### src/adc_regs_pkg.sv
// package: register map, field layout and mode codes of the converter registers
package adc_regs_pkg;

  // word offsets on the wishbone bus (byte addresses)
  localparam logic [7:0] OFF_RESULT_HIGH  = 8'h00;
  localparam logic [7:0] OFF_RESULT_LOW   = 8'h04;
  localparam logic [7:0] OFF_CMP_HIGH     = 8'h08;
  localparam logic [7:0] OFF_CMP_LOW      = 8'h0c;
  localparam logic [7:0] OFF_CONFIG       = 8'h10;
  localparam logic [7:0] OFF_PIN_CTL      = 8'h14;
  localparam logic [7:0] OFF_STATUS_CTL   = 8'h18;

  // reset values
  localparam logic [7:0] RST_BYTE         = 8'h00;
  localparam logic [1:0] RST_SC1          = 2'h0;

  // configuration field positions
  localparam int CFG_LOW_POWER_BIT        = 7;
  localparam int CFG_DIV_HI               = 6;
  localparam int CFG_DIV_LO               = 5;
  localparam int CFG_LONG_SAMPLE_BIT      = 4;
  localparam int CFG_MODE_HI              = 3;
  localparam int CFG_MODE_LO              = 2;
  localparam int CFG_CLK_HI               = 1;
  localparam int CFG_CLK_LO               = 0;

  // status/control field positions (own register)
  localparam int SC_CONVERSION_COMPLETE_FLAG_BIT              = 7;
  localparam int SC_CMP_EN_BIT            = 5;
  localparam int SC_CMP_GT_BIT            = 4;

  // conversion mode encodings
  localparam logic [1:0] MODE_8BIT        = 2'h0;
  localparam logic [1:0] MODE_12BIT       = 2'h1;
  localparam logic [1:0] MODE_10BIT       = 2'h2;

  // clock source encodings
  localparam logic [1:0] CLK_BUS          = 2'h0;
  localparam logic [1:0] CLK_BUS_HALF     = 2'h1;
  localparam logic [1:0] CLK_ALT          = 2'h2;
  localparam logic [1:0] CLK_ASYNC        = 2'h3;

  localparam int RES_W                    = 12;
  localparam logic [3:0] ZERO_NIB         = 4'h0;

endpackage

### src/adc_cmp_unit.sv
// compare unit: mode-masked compare and difference of result and compare value
`timescale 1ns/1ns
module adc_cmp_unit
  import adc_regs_pkg::*;
(
  input  wire logic [11:0] result_i,
  input  wire logic [11:0] compare_i,
  input  wire logic [1:0]  mode_i,
  input  wire logic        greater_i,
  output logic             hit_o,
  output logic [11:0]      diff_o
);

  logic [11:0] res_m;
  logic [11:0] cmp_m;

  // mask both operands to the active width before comparing
  always_comb begin
    res_m = result_i;
    cmp_m = compare_i;
    // reserved mode compares at full width, like the result path
    case (mode_i)
      MODE_8BIT: begin
        res_m = {4'h0, result_i[7:0]};
        cmp_m = {4'h0, compare_i[7:0]};
      end
      MODE_10BIT: begin
        res_m = {2'h0, result_i[9:0]};
        cmp_m = {2'h0, compare_i[9:0]};
      end
      default: begin
        cmp_m = compare_i;
      end
    endcase
  end

  // less-than by default, greater-or-equal when selected
  assign hit_o  = greater_i ? (res_m >= cmp_m) : (res_m < cmp_m);
  // difference: result plus two's complement of compare value
  assign diff_o = res_m + (~cmp_m + 12'h001);

endmodule

### src/adc_result_compare_config_regs.sv
// result, compare and configuration registers of the approximation converter
//
// Function
// - 12-bit: top four bits in result_high
// - 10-bit: two high bits, bits 11:10 zero
// - 8-bit: bits 11:8 zero, all in low
// - load on completion unless compare fails
// - compare event stores result minus compare
// - high read locks transfers until low read
// - completions during lock are dropped
// - 8-bit mode has no read lock
// - results undefined after mode change
// - 12-bit compares high four compare bits
// - 10-bit compares compare bits 9:8
// - 8-bit ignores compare_value_high
// - compare_value_low compared in every mode
// - config bit 7 selects low power
// - config bits 6:5 set clock divide
// - config bit 4 selects long sample
// - config bits 3:2 set resolution
// - config bits 1:0 select clock source
// - pin bit n disables port on ch n
// - disabled pin: hi-z, no input, no pullup
// - complete flag cleared by low read, sc1 write
// - compare less-than or greater-or-equal select
//
// Implementation choices: the Wishbone slave port and the register addresses.
`timescale 1ns/1ns
module adc_result_compare_config_regs
  import adc_regs_pkg::*;
(
  input  wire logic        clk_i,
  input  wire logic        rst_i,
  input  wire logic        ce_i,
  // wishbone classic slave
  input  wire logic        cyc_i,
  input  wire logic        stb_i,
  input  wire logic        we_i,
  input  wire logic [7:0]  adr_i,
  input  wire logic [3:0]  sel_i,
  input  wire logic [31:0] dat_i,
  output logic [31:0]      dat_o,
  output logic             ack_o,
  output logic             err_o,
  // converter core, same clock
  input  wire logic        conv_done_i,
  input  wire logic [11:0] conv_result_i,
  output logic             low_power_select_o,
  output logic [1:0]       clock_divide_select_o,
  output logic             long_sample_select_o,
  output logic [1:0]       mode_o,
  output logic [1:0]       clock_source_select_o,
  output logic             conversion_complete_flag_o,
  // pin side, channels 0-7
  input  wire logic [7:0]  port_out_i,
  input  wire logic [7:0]  port_oe_i,
  input  wire logic [7:0]  port_pullup_i,
  input  wire logic [7:0]  pad_in_i,
  output logic [7:0]       pad_out_o,
  output logic [7:0]       pad_oe_o,
  output logic [7:0]       pad_pullup_o,
  output logic [7:0]       port_in_o
);

  //////////////////////////////////////////////////////////////////////////////
  // registers
  //
  // all state sits on the bus clock; the converter core hands its result
  // over on the same clock, so no synchroniser is needed on that path.
  // only the pad inputs come from outside and pass two flops first.
  //
  // the read lock is a single bit rather than a shadow copy of the result:
  // a completion that arrives while it is held is simply dropped, which
  // keeps the high and low bytes of one result together for software at
  // the cost of losing the intermediate conversion.
  //
  // the compare value is kept as two bytes exactly as written; masking to
  // the active width happens in the compare unit, so a mode change takes
  // effect on the next completion without rewriting the compare bytes.
  //
  // ce_i low freezes every flop here, including the bus answer, so a
  // master must not expect an ack while the enable is held low.

  logic [7:0]  result_high_q;
  logic [7:0]  result_low_q;
  logic [7:0]  compare_value_high_q;
  logic [7:0]  compare_value_low_q;
  logic [7:0]  converter_configuration_q;
  logic [7:0]  pin_control_ch0_7_q;
  logic        compare_enable_q;
  logic        compare_greater_select_q;
  logic        conversion_complete_flag_q;
  logic        read_lock_q;
  logic        ack_q;
  logic        err_q;
  logic [31:0] dat_q;
  logic [7:0]  pad_sync1_q;
  logic [7:0]  pad_sync2_q;

  logic        bus_req;
  logic        wr_lane0;
  logic        rd_req;
  logic        mapped;
  logic        read_high;
  logic        read_low;
  logic        write_sc1;
  logic [1:0]  mode;
  logic        cmp_hit;
  logic [11:0] cmp_diff;
  logic [11:0] load_val;
  logic        transfer;
  logic [7:0]  rd_byte;

  //////////////////////////////////////////////////////////////////////////////
  // bus decode

  // new request only when no ack is pending, giving one-cycle ack then drop
  assign bus_req  = cyc_i & stb_i & ~ack_q & ~err_q;
  assign wr_lane0 = bus_req & we_i & sel_i[0];
  assign rd_req   = bus_req & ~we_i;

  // address recognised by this block
  function automatic logic is_mapped(input logic [7:0] a);
    is_mapped = (a == OFF_RESULT_HIGH) | (a == OFF_RESULT_LOW) |
                (a == OFF_CMP_HIGH)    | (a == OFF_CMP_LOW)    |
                (a == OFF_CONFIG)      | (a == OFF_PIN_CTL)    |
                (a == OFF_STATUS_CTL);
  endfunction

  assign mapped    = is_mapped(adr_i);
  assign read_high = rd_req & (adr_i == OFF_RESULT_HIGH);
  assign read_low  = rd_req & (adr_i == OFF_RESULT_LOW);
  // any lane write to the status/control word counts as a write to it
  assign write_sc1 = bus_req & we_i & (adr_i == OFF_STATUS_CTL) & (|sel_i);

  //////////////////////////////////////////////////////////////////////////////
  // configuration fields

  assign mode                  = converter_configuration_q[CFG_MODE_HI:CFG_MODE_LO];
  assign low_power_select_o    = converter_configuration_q[CFG_LOW_POWER_BIT];
  assign clock_divide_select_o = converter_configuration_q[CFG_DIV_HI:CFG_DIV_LO];
  assign long_sample_select_o  = converter_configuration_q[CFG_LONG_SAMPLE_BIT];
  assign mode_o                = mode;
  assign clock_source_select_o = converter_configuration_q[CFG_CLK_HI:CFG_CLK_LO];
  assign conversion_complete_flag_o = conversion_complete_flag_q;

  //////////////////////////////////////////////////////////////////////////////
  // compare and result transfer

  adc_cmp_unit u_cmp (
    .result_i  (conv_result_i),
    .compare_i ({compare_value_high_q[3:0], compare_value_low_q}),
    .mode_i    (mode),
    .greater_i (compare_greater_select_q),
    .hit_o     (cmp_hit),
    .diff_o    (cmp_diff)
  );

  // on a compare event store the difference, else the plain result
  assign load_val = compare_enable_q ? cmp_diff : conv_result_i;

  // lock applies in every mode but 8-bit, reserved included; 8-bit is never held back by it
  assign transfer = conv_done_i & (~compare_enable_q | cmp_hit)
                  & ~(read_lock_q & (mode != MODE_8BIT));

  // result registers: width-aligned per mode; reserved mode treated as 12-bit
  // a mode change leaves old contents, which software must not trust
  always_ff @(posedge clk_i) begin
    if (rst_i) begin
      result_high_q <= RST_BYTE;
      result_low_q  <= RST_BYTE;
    end else if (ce_i && transfer) begin
      result_low_q <= load_val[7:0];
      case (mode)
        MODE_8BIT: begin
          result_high_q <= {ZERO_NIB, ZERO_NIB};
        end
        MODE_10BIT: begin
          result_high_q <= {ZERO_NIB, 2'h0, load_val[9:8]};
        end
        default: begin
          result_high_q <= {ZERO_NIB, load_val[11:8]};
        end
      endcase
    end
  end

  // read lock: set by high read in any mode but 8-bit, reserved included, released by low read or 8-bit mode
  always_ff @(posedge clk_i) begin
    if (rst_i) begin
      read_lock_q <= 1'b0;
    end else if (ce_i) begin
      if (read_low || mode == MODE_8BIT) begin
        read_lock_q <= 1'b0;
      end else if (read_high) begin
        read_lock_q <= 1'b1;
      end
    end
  end

  // complete flag: a new result wins over a clear in the same cycle
  always_ff @(posedge clk_i) begin
    if (rst_i) begin
      conversion_complete_flag_q <= 1'b0;
    end else if (ce_i) begin
      if (transfer) begin
        conversion_complete_flag_q <= 1'b1;
      end else if (read_low || write_sc1) begin
        conversion_complete_flag_q <= 1'b0;
      end
    end
  end

  //////////////////////////////////////////////////////////////////////////////
  // software-written registers

  always_ff @(posedge clk_i) begin
    if (rst_i) begin
      compare_value_high_q      <= RST_BYTE;
      compare_value_low_q       <= RST_BYTE;
      converter_configuration_q <= RST_BYTE;
      pin_control_ch0_7_q       <= RST_BYTE;
      compare_enable_q          <= 1'b0;
      compare_greater_select_q  <= 1'b0;
    end else if (ce_i && wr_lane0) begin
      case (adr_i)
        OFF_CMP_HIGH:   compare_value_high_q      <= dat_i[7:0];
        OFF_CMP_LOW:    compare_value_low_q       <= dat_i[7:0];
        OFF_CONFIG:     converter_configuration_q <= dat_i[7:0];
        OFF_PIN_CTL:    pin_control_ch0_7_q       <= dat_i[7:0];
        OFF_STATUS_CTL: begin
          compare_enable_q         <= dat_i[SC_CMP_EN_BIT];
          compare_greater_select_q <= dat_i[SC_CMP_GT_BIT];
        end
        default: begin
        end
      endcase
    end
  end

  //////////////////////////////////////////////////////////////////////////////
  // bus answer

  // read mux of the addressed byte
  always_comb begin
    case (adr_i)
      OFF_RESULT_HIGH: rd_byte = result_high_q;
      OFF_RESULT_LOW:  rd_byte = result_low_q;
      OFF_CMP_HIGH:    rd_byte = compare_value_high_q;
      OFF_CMP_LOW:     rd_byte = compare_value_low_q;
      OFF_CONFIG:      rd_byte = converter_configuration_q;
      OFF_PIN_CTL:     rd_byte = pin_control_ch0_7_q;
      OFF_STATUS_CTL:  rd_byte = {conversion_complete_flag_q, 1'b0,
                                  compare_enable_q, compare_greater_select_q,
                                  ZERO_NIB};
      default:         rd_byte = RST_BYTE;
    endcase
  end

  // ack or err one cycle after the request, dropped the following cycle
  always_ff @(posedge clk_i) begin
    if (rst_i) begin
      ack_q <= 1'b0;
      err_q <= 1'b0;
      dat_q <= 32'h0000_0000;
    end else if (ce_i) begin
      ack_q <= bus_req & mapped;
      err_q <= bus_req & ~mapped;
      if (rd_req) begin
        dat_q <= {24'h00_0000, rd_byte};
      end
    end
  end

  assign ack_o = ack_q;
  assign err_o = err_q;
  assign dat_o = dat_q;

  //////////////////////////////////////////////////////////////////////////////
  // pin control, channels 0-7

  // pad inputs are asynchronous, so two flops before use
  always_ff @(posedge clk_i) begin
    if (rst_i) begin
      pad_sync1_q <= RST_BYTE;
      pad_sync2_q <= RST_BYTE;
    end else if (ce_i) begin
      pad_sync1_q <= pad_in_i;
      pad_sync2_q <= pad_sync1_q;
    end
  end

  // set bit hands the pin to the analog side: hi-z, no pullup, reads zero
  assign pad_out_o    = port_out_i & ~pin_control_ch0_7_q;
  assign pad_oe_o     = port_oe_i & ~pin_control_ch0_7_q;
  assign pad_pullup_o = port_pullup_i & ~pin_control_ch0_7_q;
  assign port_in_o    = pad_sync2_q & ~pin_control_ch0_7_q;

endmodule

### config.mk
export PLATFORM = sky130hd
export DESIGN_NAME = adc_result_compare_config_regs
export DESIGN_NICKNAME = d
export VERILOG_FILES = /design/src/adc_regs_pkg.sv /design/src/adc_cmp_unit.sv /design/src/adc_result_compare_config_regs.sv
export SDC_FILE = /design/constraint.sdc
export NUM_CORES = 1
export LEC_CHECK = 0
export ABC_AREA = 1
export BUFFER_PORTS_ARGS = -buffer_cell sky130_fd_sc_hd__buf_2
export CAP_MARGIN = 20
export CELL_PAD_IN_SITES_DETAIL_PLACEMENT = 0
export CELL_PAD_IN_SITES_GLOBAL_PLACEMENT = 1
export CORE_MARGIN = 5
export CORE_UTILIZATION = 36
export DETAILED_ROUTE_END_ITERATION = 10
export PLACE_DENSITY = 0.87
export SETUP_SLACK_MARGIN = 0.1
export SYNTH_ARGS = -nofsm -noshare
export SYNTH_HDL_FRONTEND = slang
export SYNTH_SLANG_ARGS = --single-unit
### constraint.sdc
create_clock -name clk_i -period 3.48 [get_ports clk_i]
set_input_delay 0 -clock clk_i [delete_from_list [all_inputs] [get_ports clk_i]]
set_output_delay 0 -clock clk_i [all_outputs]
set_load 0.01 [all_outputs]
==> metrics.md <==
| Metric | Value |
|---|---|
| Status | `finished clean` |
| Overflow after GRT | `0` |
| Initial antenna violation count | `0` |
| Relative slew slack | `42.6%` |
| Final RePlAce weighted congestion | `0.860` |
| Seq/Total Area, Yosys | `33.2%` |
| Commonest cells post-synth | `nand2_1 (144), nor2_1 (128), inv_1 (102)` |
| CP max-delay cell | `dfxtp_1` |
| # resized after CTS | `0` |
| Clock buffer depth | `2` |
| Initial drt markers | `261` |
| Yosys reg bits | `74` |
| Area grow syn2layout | `25.4%` |
| Via-per-instance ratio | `4.53` |
| Syn Inst Count | `705` |
| Area of the die | `14700 µm²` |
| Post-synthesis cell area | `4460 µm²` |
| Clk_lat worst skew | `330 ps` |
| Worst setup EP type | `flop` |
| Leak | `2.83 nW` |
| Tmin final | `2660 ps` |
| WS Path Type | `reg2reg` |
| Leading cell type by number of instances after synthesis | `nand2_1` |
| Postcts setup bufs | `0` |
| Critical path cell sequence | `nor2_1 > inv_1 > nand2_1 > ha_1 > nand2_1 > nand2_1 > a21oi_2 > nand3_1 > nor2_1 > nor2_4 > a21oi_4 > nand2_1 > nand2_1 > nor2_1` |
| DP HPWL | `10300 µm` |
| I/O pin total | `170` |
| Drt total wl | `13000 µm` |
| Power Dens Cells | `366 nW/µm²` |
| Async S/R FF share, synth | `0%` |
| Wirelength per Cell | `12.9 µm` |
| Post-DP Area | `5120 µm²` |
| RSZ-0062 raised after global routing | `false` |
| Hold Fails Final Rpt | `0` |
| Final setup TNS | `0 ps` |
| Syn avg cell area | `6.33 µm²` |
| Initial Utilization | `37.0%` |
| Total of max-cap violations | `0` |
| Htree depth | `3` |
| Vias in the first global route | `4222` |
| Antenna Cells | `0` |
| WP data required | `3700 ps` |
| Via count | `4578` |
| CP dominant cell by count | `nand2_1` |
| Yosys Warn Count | `0` |
| Top cells by area, synth | `dfxtp_1 (33%), nand2_1 (12%), nor2_1 (11%)` |
| Largest net degree at the start of global routing | `43` |
| First-pass iteration count of the detailed router | `5` |
| Die X | `121 µm` |
| Fin area | `5590 µm²` |
| Clock transition at path regs | `60 ps` |
| Setup Skew | `8.65 ps` |
| First-pass GRT wire length | `20600 µm` |
| CTS Buf Count | `9` |
| Die height | `121 µm` |
| Top cell type's share of synthesized area | `33.2%` |
| Row Count | `40` |
| Primary FF master, synth | `dfxtp_1` |
| Post-synthesis cell type count | `32` |
| Critical Path Source Type | `flop` |
| Fillers | `1307` |
| Yosys top cell by area | `dfxtp_1` |
| CP max stage delay | `490 ps` |
| Worst Max-Slew Pin Slew | `861 ps` |
| # DRC | `0` |
| Post-synth EDFFs | `0` |
| Post-route ant nets | `0` |
| Root Driver | `clkbuf_16` |
| Fin crit share | `76.5%` |
| CTS tree | `yes` |
| Final core occ | `46.4%` |
| Core Area | `12100 µm²` |
| Hold Path Class | `in2reg` |
| Crit path arrival time | `2880 ps` |
| # setup viols final | `0` |
| Clock sinks | `74` |
| Proportion of layout cells with a drive suffix above 1 | `20.8%` |
| Port bufs | `121` |
| GRT Overall Usage | `17.3%` |
| Crit path max fanout | `14` |
| Nets | `946` |
| Max Slew Vio Count | `0` |
| Maximum clock rate | `376 MHz` |
| VDD IR-drop max | `0.237 mV` |
## logic make-up after synthesis
| logic type | after synthesis | share of synthesized area [%] |
|---|---|---|
| AOI/OAI and AO/OA | 129 | 15.5 |
| xor gates and xnor gates | 6 | 1.18 |
| adders and majority gates | 13 | 3.81 |
| buffers and inverters | 148 | 14.8 |
| DFF | 74 | 33.2 |
| other | 1 | 0.0841 |
| and+or+nand+nor | 334 | 31.4 |
## area by class of cell
class                           count  area, µm²  share of cell area (%)
Multi-Input combinational cell    506       2400                    43.0
Sequential cell                    74       1480                    26.5
Timing Repair Buffer              140        808                    14.5
Inverter                          107        402                    7.18
Clock buffer                       12        246                    4.41
Tap cell                          168        210                    3.76
Clock inverter                      3       40.0                   0.716
## flip-flops by register name, indices dropped and copies added, names as in the netlist, 8 cells and up
signal	flops
dat_o	8
pin_control_ch0_7_q	8
compare_value_low_q	8
pad_sync2_q	8
result_low_q	8
compare_value_high_q	8
pad_sync1_q	8
converter_configuration_q	8
## cell usage in the layout (no fill, tap or decap), types with 12 or more instances in the layout
cell | netlist | final
nand2_2 | 13 | 13
nand2_1 | 144 | 144
a21oi_1 | 49 | 49
nand3_1 | 26 | 26
ha_1 | 12 | 12
inv_1 | 102 | 102
dfxtp_1 | 74 | 74
conb_1 | 1 | 24
buf_2 | 1 | 121
nor2_1 | 128 | 128
o21ai_0 | 69 | 69
dlygate4sd3_1 | 0 | 16
## metrics by stage
step / total power (W) / instances / worst slack (ps) / hold slack [ps]
after floorplan: 0.00106 / 728 / 1290 / 83.2
after global placement: 0.00114 / 978 / 881 / 223
after detailed placement: 0.00114 / 978 / 842 / 227
after CTS: 0.00205 / 1009 / 814 / 59.2
after global routing: 0.00213 / 1010 / 547 / 92.4
final: 0.00205 / 1010 / 817 / 58.6
## where the power goes
part	internal, W	switching [W]
Clock	0.000568	0.000335
Sequential	0.000868	0.00000847
Combinational	0.000109	0.000157
Total	0.00154	0.000501
## path summary, 6_finish.rpt
path	endpoint	depth (start not counted)	slack, ps	from
setup / recovery	result_low_q[0]$_SDFFE_PP0P_	14	820	converter_configuration_q[2]$_SDFFE_PP0P_
hold / removal	result_high_q[2]$_SDFFE_PP0P_	5	60	conv_result_i[10]
setup reg to reg	result_low_q[0]$_SDFFE_PP0P_	14	820	converter_configuration_q[2]$_SDFFE_PP0P_
hold reg to reg	compare_value_high_q[6]$_SDFFE_PP0P_	2	450	compare_value_high_q[6]$_SDFFE_PP0P_
## layer usage
layer	share of wire, %	wire [µm]	GRT usage [%]	vias to the layer above
met2	48	6180	28.7	122
li1	-	-	-	2421
met5	0	0	0	-
met3	5.7	742	3.92	12
met1	46	5940	23.2	2023
met4	0.90	117	3.36	0
## worst max-delay path: cells and delay by family (launching register included)
kind / cells / cell delay [ps]
adders and majority gates: 1 / 380
AOI/OAI and AO/OA: 2 / 550
DFF: 1 / 490
buffers and inverters: 1 / 150
and+or+nand+nor: 10 / 960
## timing repair
item	4_1_cts	5_1_grt
setup endpoints to repair	0	0
endpoints found under the hold margin	33	0
hold buffers	16	0
(Power assumes the default switching activity.)
